`src/vsa_consts.svh`:
```
// Constants for the voltage sensor fabric access block
`ifndef VSA_CONSTS_SVH
`define VSA_CONSTS_SVH
`define VSA_CFG_W        8
`define VSA_CFG_RESET    8'h00
`define VSA_MODE_LSB     0
`define VSA_MODE_MSB     1
`define VSA_CAL_BIT      6
`define VSA_CFG_ZERO_MASK 8'hBC
`define VSA_CHAN_W       4
`define VSA_RES_LSB      6
`define VSA_CONV_CYCLES  16
`define VSA_SETUP_WAIT   2
`define VSA_SENS_FMAX_KHZ 11000
`define VSA_CLK_KHZ       125000
`define VSA_SENS_DIV ((`VSA_CLK_KHZ + `VSA_SENS_FMAX_KHZ - 1) / `VSA_SENS_FMAX_KHZ)
`define VSA_REG_CTRL     8'h00
`define VSA_REG_CFG      8'h04
`define VSA_REG_CHAN     8'h08
`define VSA_REG_STAT     8'h0C
`define VSA_REG_RESULT   8'h10
`define VSA_REG_IRQ      8'h14
`define VSA_REG_MASK     8'h18
`define VSA_IRQ_EOC      0
`define VSA_IRQ_EOS      1
`endif

```
`src/vsa_pkg.sv`:
```
// Types for the voltage sensor fabric access block
package vsa_pkg;
   typedef enum logic [1:0] {
      VSA_SEQ_2_7  = 2'b00,
      VSA_SEQ_0_7  = 2'b01,
      VSA_SEQ_0_1  = 2'b10,
      VSA_SEQ_CORE = 2'b11
   } vsa_mode_e;
   typedef enum logic [2:0] {
      VSA_IDLE   = 3'b000,
      VSA_ENABLE = 3'b001,
      VSA_UNRST  = 3'b010,
      VSA_SHIFT  = 3'b011,
      VSA_RUN    = 3'b100
   } vsa_ctl_e;
endpackage

```
`src/vsa_link_if.sv`:
```
// Fabric link between sensor and controller
`timescale 1ns/1ps
interface vsa_link_if;
   logic        sens_clk;
   logic        sens_rst;
   logic        access_en;
   logic        cfg_strobe;
   logic        cfg_data;
   logic [3:0]  chan_sel;
   logic        conv_done;
   logic        seq_done;
   logic [11:0] result;
   modport sensor (input sens_clk, sens_rst, access_en, cfg_strobe, cfg_data, chan_sel,
                   output conv_done, seq_done, result);
   modport ctrl   (output sens_clk, sens_rst, access_en, cfg_strobe, cfg_data, chan_sel,
                   input conv_done, seq_done, result);
endinterface

```
`src/vsa_ctrl.sv`:
```
// Controller end: Wishbone registers, sensor clock, setup sequence, result capture
`timescale 1ns/1ps
`include "vsa_consts.svh"
module vsa_ctrl
   import vsa_pkg::*;
#(
   parameter int DIV = `VSA_SENS_DIV
) (
   input  wire logic        clk_i,
   input  wire logic        rst_i,
   input  wire logic        cyc_i,
   input  wire logic        stb_i,
   input  wire logic        we_i,
   input  wire logic [7:0]  adr_i,
   input  wire logic [3:0]  sel_i,
   input  wire logic [31:0] dat_i,
   output logic      [31:0] dat_o,
   output logic             ack_o,
   output logic             irq_o,
   vsa_link_if.ctrl         lnk
);
   logic [7:0]  cfg;
   logic [3:0]  chan;
   logic        go;
   logic        go_pulse;
   logic [1:0]  irq_stat;
   logic [1:0]  irq_mask;
   logic [5:0]  result;
   logic        res_new;
   logic [7:0]  div_cnt;
   logic        sclk;
   logic        fall;
   logic [3:0]  step;
   vsa_ctl_e    state;
   logic        eoc_s1;
   logic        eoc_s2;
   logic        eoc_s3;
   logic        eos_s1;
   logic        eos_s2;
   logic        eos_s3;
   logic [5:0]  res_s1;
   logic [5:0]  res_s2;
   logic        en;
   logic        srst;
   logic        strobe;
   logic        sdata;
   logic [3:0]  chsel;
   logic        wr;
   logic        rd;
   logic        eoc_fall;
   logic        eos_rise;

   assign wr = cyc_i && stb_i && we_i && !ack_o && sel_i[0];
   assign rd = cyc_i && stb_i && !ack_o;

   // One-cycle ack; unmapped reads return zero
   always_ff @(posedge clk_i) begin
      if (rst_i) begin
         ack_o <= 1'b0;
         dat_o <= 32'h0;
      end else begin
         ack_o <= rd;
         dat_o <= 32'h0;
         if (rd && !we_i) begin
            case (adr_i)
               `VSA_REG_CTRL:   dat_o <= {31'h0, go};
               `VSA_REG_CFG:    dat_o <= {24'h0, cfg};
               `VSA_REG_CHAN:   dat_o <= {28'h0, chan};
               `VSA_REG_STAT:   dat_o <= {25'h0, state, 3'h0, res_new};
               `VSA_REG_RESULT: dat_o <= {26'h0, result};
               `VSA_REG_IRQ:    dat_o <= {30'h0, irq_stat};
               `VSA_REG_MASK:   dat_o <= {30'h0, irq_mask};
               default:         dat_o <= 32'h0;
            endcase
         end
      end
   end

   always_ff @(posedge clk_i) begin
      if (rst_i) begin
         cfg      <= `VSA_CFG_RESET;
         chan     <= 4'h0;
         go       <= 1'b0;
         irq_mask <= 2'b00;
      end else if (wr) begin
         case (adr_i)
            // Channel and reserved bits forced low whatever software writes
            `VSA_REG_CFG:  cfg      <= dat_i[7:0] & ~`VSA_CFG_ZERO_MASK;
            `VSA_REG_CHAN: chan     <= dat_i[3:0];
            `VSA_REG_CTRL: go       <= dat_i[0];
            `VSA_REG_MASK: irq_mask <= dat_i[1:0];
            default: ;
         endcase
      end
   end
   assign go_pulse = wr && (adr_i == `VSA_REG_CTRL) && dat_i[0];

   // Sensor clock divided down to stay under its ceiling
   always_ff @(posedge clk_i) begin
      if (rst_i) begin
         div_cnt <= 8'h00;
         sclk    <= 1'b0;
      end else if (div_cnt == 8'(DIV / 2 + DIV % 2 - 1)) begin
         div_cnt <= 8'h00;
         sclk    <= ~sclk;
      end else begin
         div_cnt <= div_cnt + 8'h01;
      end
   end
   // Setup link outputs change on sensor clock falls so the sensor sees stable levels; clearing go drops them on any edge
   assign fall = (div_cnt == 8'(DIV / 2 + DIV % 2 - 1)) && sclk;

   always_ff @(posedge clk_i) begin
      if (rst_i) begin
         state  <= VSA_IDLE;
         step   <= 4'h0;
         en     <= 1'b0;
         srst   <= 1'b1;
         strobe <= 1'b0;
         sdata  <= 1'b0;
         chsel  <= 4'h0;
      end else if (go_pulse) begin
         // Ahead of the go test: go still reads 0 on the edge that sets it
         state  <= VSA_ENABLE;
         step   <= 4'h0;
         srst   <= 1'b1;
         strobe <= 1'b0;
      end else if (!go) begin
         state  <= VSA_IDLE;
         en     <= 1'b0;
         srst   <= 1'b1;
         strobe <= 1'b0;
      end else if (fall) begin
         chsel <= chan;
         case (state)
            VSA_ENABLE: begin
               en   <= 1'b1;
               step <= step + 4'h1;
               if (step == 4'(`VSA_SETUP_WAIT)) begin
                  srst  <= 1'b0;
                  step  <= 4'h0;
                  state <= VSA_UNRST;
               end
            end
            VSA_UNRST: begin
               step <= step + 4'h1;
               if (step == 4'(`VSA_SETUP_WAIT)) begin
                  step  <= 4'h0;
                  state <= VSA_SHIFT;
               end
            end
            VSA_SHIFT: begin
               if (step == 4'(`VSA_CFG_W)) begin
                  strobe <= 1'b0;
                  state  <= VSA_RUN;
               end else begin
                  strobe <= 1'b1;
                  sdata  <= cfg[step[2:0]];
                  step   <= step + 4'h1;
               end
            end
            VSA_RUN: ;
            default: state <= VSA_IDLE;
         endcase
      end
   end

   // Sensor outputs are another domain's timing: two flops first
   always_ff @(posedge clk_i) begin
      if (rst_i) begin
         eoc_s1 <= 1'b0;
         eoc_s2 <= 1'b0;
         eoc_s3 <= 1'b0;
         eos_s1 <= 1'b0;
         eos_s2 <= 1'b0;
         eos_s3 <= 1'b0;
         res_s1 <= 6'h00;
         res_s2 <= 6'h00;
      end else begin
         eoc_s1 <= lnk.conv_done;
         eoc_s2 <= eoc_s1;
         eoc_s3 <= eoc_s2;
         eos_s1 <= lnk.seq_done;
         eos_s2 <= eos_s1;
         eos_s3 <= eos_s2;
         res_s1 <= lnk.result[11:`VSA_RES_LSB];
         res_s2 <= res_s1;
      end
   end
   assign eoc_fall = eoc_s3 && !eoc_s2;
   assign eos_rise = eos_s2 && !eos_s3;

   always_ff @(posedge clk_i) begin
      if (rst_i) begin
         result   <= 6'h00;
         res_new  <= 1'b0;
         irq_stat <= 2'b00;
      end else begin
         if (eoc_fall) begin
            result <= res_s2;
         end
         // New events win over a same-cycle clear
         res_new  <= eoc_fall || (res_new && !(rd && !we_i && adr_i == `VSA_REG_RESULT));
         irq_stat <= (irq_stat & ~((wr && adr_i == `VSA_REG_IRQ) ? dat_i[1:0] : 2'b00))
                     | {eos_rise, eoc_fall};
      end
   end

   always_ff @(posedge clk_i) begin
      if (rst_i) begin
         irq_o <= 1'b0;
      end else begin
         irq_o <= |(irq_stat & irq_mask);
      end
   end

   assign lnk.sens_clk   = sclk;
   assign lnk.sens_rst   = srst;
   assign lnk.access_en  = en;
   assign lnk.cfg_strobe = strobe;
   assign lnk.cfg_data   = sdata;
   assign lnk.chan_sel   = chsel;
endmodule

```
`src/flat_wrapper.sv`:
```
// flat-port wrapper written by rule: the top's interface ports become plain ports
module vsa_ctrl_flat import vsa_pkg::*;
#(
   parameter int DIV = `VSA_SENS_DIV
)
  (clk_i, rst_i, cyc_i, stb_i, we_i, adr_i, sel_i, dat_i, dat_o, ack_o, irq_o, lnk_sens_clk, lnk_sens_rst, lnk_access_en, lnk_cfg_strobe, lnk_cfg_data, lnk_chan_sel, lnk_conv_done, lnk_seq_done, lnk_result);
  vsa_link_if lnk_i ();
  input  wire logic clk_i;
  input  wire logic rst_i;
  input  wire logic cyc_i;
  input  wire logic stb_i;
  input  wire logic we_i;
  input  wire logic [7:0] adr_i;
  input  wire logic [3:0] sel_i;
  input  wire logic [31:0] dat_i;
  output logic      [31:0] dat_o;
  output logic ack_o;
  output logic irq_o;
  output wire logic [$bits(lnk_i.sens_clk)-1:0] lnk_sens_clk;
  output wire logic [$bits(lnk_i.sens_rst)-1:0] lnk_sens_rst;
  output wire logic [$bits(lnk_i.access_en)-1:0] lnk_access_en;
  output wire logic [$bits(lnk_i.cfg_strobe)-1:0] lnk_cfg_strobe;
  output wire logic [$bits(lnk_i.cfg_data)-1:0] lnk_cfg_data;
  output wire logic [$bits(lnk_i.chan_sel)-1:0] lnk_chan_sel;
  input wire logic [$bits(lnk_i.conv_done)-1:0] lnk_conv_done;
  input wire logic [$bits(lnk_i.seq_done)-1:0] lnk_seq_done;
  input wire logic [$bits(lnk_i.result)-1:0] lnk_result;
  assign lnk_sens_clk = lnk_i.sens_clk;
  assign lnk_sens_rst = lnk_i.sens_rst;
  assign lnk_access_en = lnk_i.access_en;
  assign lnk_cfg_strobe = lnk_i.cfg_strobe;
  assign lnk_cfg_data = lnk_i.cfg_data;
  assign lnk_chan_sel = lnk_i.chan_sel;
  assign lnk_i.conv_done = lnk_conv_done;
  assign lnk_i.seq_done = lnk_seq_done;
  assign lnk_i.result = lnk_result;
  vsa_ctrl #(.DIV(DIV)) u_core (.clk_i(clk_i), .rst_i(rst_i), .cyc_i(cyc_i), .stb_i(stb_i), .we_i(we_i), .adr_i(adr_i), .sel_i(sel_i), .dat_i(dat_i), .dat_o(dat_o), .ack_o(ack_o), .irq_o(irq_o), .lnk(lnk_i));
endmodule
```
`config.mk`:
```
export PLATFORM = sky130hd
export DESIGN_NAME = vsa_ctrl_flat
export DESIGN_NICKNAME = d
export VERILOG_FILES = /design/src/vsa_pkg.sv /design/src/vsa_link_if.sv /design/src/vsa_ctrl.sv /design/src/flat_wrapper.sv
export VERILOG_INCLUDE_DIRS = /design/src
export SDC_FILE = /design/constraint.sdc
export NUM_CORES = 1
export LEC_CHECK = 0
export BUFFER_PORTS_ARGS = -buffer_cell sky130_fd_sc_hd__clkbuf_2
export CAP_MARGIN = 0
export CORE_UTILIZATION = 35
export DETAILED_ROUTE_END_ITERATION = 8
export PLACE_DENSITY = 0.67
export SYNTH_ARGS = -nofsm -noshare
export SYNTH_HDL_FRONTEND = slang
export SYNTH_SLANG_ARGS = --single-unit
```
`constraint.sdc`:
```
create_clock -name clk_i -period 2.85 [get_ports clk_i]
set_input_delay 0.57 -clock clk_i [delete_from_list [all_inputs] [get_ports clk_i]]
set_output_delay 0.57 -clock clk_i [all_outputs]
set_load 0.05 [all_outputs]
```
## Yosys cells after proc, flatten, opt, wreduce, memory -nomap -nowiden

Index checks and enable logic that the tools add are counted.

| word-level totals | value |
|---|---|
| bits in registers | 95 |
| output and inout port bits | 43 |
| logic and storage cells | 123 |

| cells by class | value |
|---|---|
| $add $sub $neg | 2 |
| magnitude comparators | 1 |
| equal/unequal tests | 24 |
| mux-type cells | 18 |
| bitwise logic cells | 10 |
| reductions and logical operators | 40 |

Operators by type and width:

| kind | count |
|---|---|
| $pmux W7 S7 | 1 |
| $eq A8 B5 Y1 const B | 3 |
| $eq A8 B3 Y1 const B | 2 |
| $eq A8 B4 Y1 const B | 2 |
| $reduce_and A5 Y1 | 3 |
| $logic_and A1 B1 Y1 | 14 |
| $ne A4 B4 Y1 const B | 3 |
| $pmux W3 S4 | 1 |
| $reduce_and A2 Y1 | 5 |
| $reduce_or A2 Y1 | 5 |
| $mux W3 | 3 |
| $reduce_and A3 Y1 | 3 |
| $add A8 B1 Y8 const B | 1 |
| $logic_not A8 Y1 | 1 |
| $mux W1 | 8 |
| $mux W4 | 2 |
| $pmux W4 S2 | 1 |
| $eq A3 B2 Y1 const B | 2 |
| $ne A2 B1 Y1 const B | 3 |
| $ne A2 B2 Y1 const B | 3 |
| $ne A3 B3 Y1 const B | 2 |
| $not A1 Y1 | 6 |
| $logic_not A1 Y1 | 5 |
| $add A4 B1 Y4 const B | 1 |
| other kinds (14) | 15 |

## Depth between registers and ports, before layout

| depth | value |
|---|---|
| word-level depth | 9 |
| gate-level depth with buffers | 7 |

## Least setup slack after synthesis

OpenSTA, ideal clock, no wires.

| timing path | value |
|---|---|
| path kind | reg-to-reg |
| start | reg u_core.sclk, in the netlist u_core.lnk.sens_clk |
| end | reg u_core.step[3] |
| library setup time | 0.070 ns |
| arrival | 2.047 ns |
| data required time | 2.780 ns |
| path slack | 0.733 ns |
| stages on the path, launching flop included | 6 |
| clock period less this slack | 2.117 ns |
| path through | dfxtp_1 -> or4bb_1 -> or2_1 -> buf_6 -> or4_1 -> a21oi_1 |

| on the way | value |
|---|---|
| longest elaborated chain between the ends | 2 |

Ends and longest elaborated chain:

| element | RTL line | RTL |
|---|---|---|
| start, declared | vsa_ctrl.sv:31 | `logic sclk;` |
| start signal, assigned | vsa_ctrl.sv:105 | `sclk <= ~sclk;` |
| $logic_and A1 B1 Y1 | vsa_ctrl.sv:111 | `assign fall = (div_cnt == 8'(DIV / 2 + DIV % 2 - 1)) && sclk;` |
| $reduce_and A4 Y1 (no source line) | - |  |
| end signal, assigned | vsa_ctrl.sv:138 | `step <= step + 4'h1;` |
| end signal, assigned | vsa_ctrl.sv:146 | `step <= step + 4'h1;` |
| end signal, assigned | vsa_ctrl.sv:159 | `step <= step + 4'h1;` |
| end, declared | vsa_ctrl.sv:33 | `logic [3:0] step;` |

No other way between the ends.
A chain may end at the register's enable or synchronous reset.

## Final worst setup path

| timing path | value |
|---|---|
| start | reg u_core.div_cnt[0] |
| end | reg u_core.step[3] |

| on the way | value |
|---|---|
| longest elaborated chain between the ends | 3 |

Ends and longest elaborated chain:

| element | RTL line | RTL |
|---|---|---|
| start, declared | vsa_ctrl.sv:30 | `logic [7:0] div_cnt;` |
| start signal, assigned | vsa_ctrl.sv:107 | `div_cnt <= div_cnt + 8'h01;` |
| $eq A8 B3 Y1 | vsa_ctrl.sv:111 |  |
| $logic_and A1 B1 Y1 | vsa_ctrl.sv:111 |  |
| $reduce_and A4 Y1 (no source line) | - |  |

No other way between the ends.

==> results.toml <==
[status]
status = "finished clean"

[detailed_routing]
drtIter0Drc = 121
dr.pass1.iters = 4
routed_via_density = 4.83
drc = 0
ant_nets = 0
vias = 2377
wirelength_um = 6000
wl_per_cell_um = 12.2

[placed_design]
dp.cells = 476
dp_hpwl_um = 4460
gp_congestion = 0.829
portBuffers = 44

[sta]
setup-tns-final_ns = 0
drv_slew = 0
rsz0062_at_grt = "no"
min_period_over_period = 0.770
relSlewSlack = 0.534
clock.fmax_mhz = 456
finalHoldViolations = 0
worstMarginPinSlew_ns = 0.694
min_period_ns = 2.19
setup_viol = 0
finalClockSkew_ns = 0.00531

[clock_tree]
numCtsBuffers = 9
clock-sinks = 70
ctsLongestPathBuffers = 2
clk_latency_ns = 0.34
clkTransAtPathRegs_ns = 0.08
cts_root_buf = "clkbuf_8"
cts_resized = 0
tritoncts = "yes"
cts_setup_buffers = 0
h-tree-depth = 3
cts-hold-fix-buffers = 0

[synth]
yosysSeqAreaShare = 0.457
synth_area_per_cell_um2 = 9.15
synthFlopType = "dfxtp_1"
synthesis.area_mm2 = 0.00307
synth_cell_types = 55
synth_edf_count = 0
synth_async_sr_flop_share = 0
synth_warnings = 0
synthesis.instances = 335
yosys_register_bits = 70

[power]
power_density_mw_per_mm2 = 565
peakVddDrop_mv = 0.452
p_leak_nw = 1.40
fin_total_pwr_w = 0.00198

[worst_setup_path]
crit_type = "register to register"
worstRegToRegCells = 5
reg2reg_setup_slack_ns = 0.66
regToRegEndpoint = "u_core.step[3]$_SDFFE_PP0P_"
crit_fanout = 10
r2r_start = "u_core.div_cnt[0]$_SDFF_PP0_"
cp-end-kind = "register"
critPathLaunch = "u_core.div_cnt[0]$_SDFF_PP0_"
crit_required_ns = 3.13
setup.worst_path.start_class = "register"
worstPathArrival_ns = 2.47

[die]
die_w_um = 95.6
start_util = 0.368
rows = 33
io_pins = 106
fp.dieH_um = 95.6
die-area_mm2 = 0.00914
core-area_mm2 = 0.00834

[run]
drv_cap = 0

[finish]
multi_input_area_mm2 = 0.00149
finalNonFillerCells = 492
fin_nets = 450
area_growth_pct = 14.3
antennaDiodeCount = 0
fillers = 851
drive_above_1_share = 0.186
seq_area_mm2 = 0.00140

[global_route]
grt_max_degree = 28
grt_use_met2 = 0.220
grt_pass1_vias = 2145
antenna_found_initial = 0
grt_pass1_wl_um = 10000
grt_use_total = 0.145
grt_use_met3 = 0.0566
gr-total-overflow = 0
grt_busiest_layer = "met2"
use_met1 = 0.186

[worst_hold_path]
whs_endpoint = "u_core.res_s1[4]$_SDFF_PP0_"
hold_start = "lnk_result[10]"
min_path_cells = 2
hold_class = "input pin to register"
## cells in the mapped netlist, types with 3 or more instances
cell	instances	area (µm²)
a21oi_1	19	95.1
a31oi_1	3	18.8
and3_1	5	31.3
buf_4	25	188
clkbuf_1	9	33.8
dfxtp_1	70	1400
ha_1	5	62.6
inv_1	6	22.5
mux2i_1	18	180
nand2_1	41	154
nand3_1	17	85.1
nand4_1	6	37.5
nor2_1	22	82.6
nor2b_1	24	150
nor3_1	3	15.0
o21ai_0	7	35.0
xor2_1	6	52.6
## metrics by stage
stage / util / worst slack [ns] / hold slack [ns] / area (µm²)
after global routing: 0.420 / 0.557 / 0.416 / 3500
after CTS: 0.420 / 0.637 / 0.408 / 3500
final: 0.420 / 0.656 / 0.429 / 3500
after global placement: 0.396 / 0.600 / 0.418 / 3300
after floorplan: - / 0.733 / 0.414 / 3160
after detailed placement: 0.396 / 0.596 / 0.423 / 3300
## state kept, by name (all words and copies together) (netlist names), 2 cells and up
register	flops
u_core.lnk.chan_sel	4
u_core.result	6
u_core.res_s1	6
u_core.dat_o	7
u_core.res_s2	6
u_core.step	4
u_core.chan	4
u_core.state	3
u_core.div_cnt	8
u_core.irq_mask	2
u_core.irq_stat	2
u_core.cfg	3
## worst max path at each step
stage                                  end  slack [ns]  cells past startpoint
2_1_floorplan  u_core.step[3]$_SDFFE_PP0P_        0.73                      5
4_1_cts        u_core.step[3]$_SDFFE_PP0P_        0.64                      5
6_report       u_core.step[3]$_SDFFE_PP0P_        0.66                      5
3_3_place_gp   u_core.chan[3]$_SDFFE_PP0P_        0.60                      5
3_5_place_dp   u_core.chan[3]$_SDFFE_PP0P_        0.60                      5
5_1_grt        u_core.step[1]$_SDFFE_PP0P_        0.56                      6
## where the power goes
| group | internal, W | switching, W | total (W) |
|---|---|---|---|
| Clock | 0.000414 | 0.000400 | 0.000814 |
| Combinational | 0.0000376 | 0.000124 | 0.000162 |
| Sequential | 0.000996 | 0.0000101 | 0.00101 |
## layout make-up
cell class,count,share of cell area
clock inverters,7,0.0228
well taps,105,0.0375
flip-flops and latches,70,0.400
multi-input cells,246,0.426
inverters,7,0.00750
repair buffers,48,0.0714
clock buffers,9,0.0353
## cell usage in the layout, fill, tap and decap left out, types with 3 or more instances in the layout
cell type	netlist	final
clkbuf_8	0	9
buf_4	25	4
o21ai_0	7	7
inv_1	6	6
nor2b_1	24	24
dfxtp_1	70	70
nor3_1	3	3
clkbuf_2	0	44
nor2_1	22	22
conb_1	1	25
xor2_1	6	6
nand2_1	41	41
nand3_1	17	17
ha_1	5	5
inv_6	0	3
a31oi_1	3	3
nand4_1	6	6
and3_1	5	5
a21oi_1	19	19
mux2i_1	18	18
## kinds of logic (layout without fill, tap and decap cells)
group           Yosys count  after routing  synth area share
xor+xnor                  7              7            0.0200
mux                      20             20            0.0698
buf+inv                  43             71            0.0857
compound gates           48             48             0.101
flops                    70             70             0.457
fa+ha+maj                 5              5            0.0204
other cells               1             25           0.00122
simple gates            141            141             0.245
## critical path: stages, from the launching register on
cell	delay, ns
dfxtp_1	0.42
ha_1	0.19
or4bb_1	0.50
or2_1	0.35
or4_1	0.54
a21oi_1	0.14
## layer usage
layer	wire [µm]	part of all wire
met1	2870	0.48
met5	0	0
met2	2670	0.45
met4	85	0.014
met3	370	0.062
(Power assumes the default switching activity.)
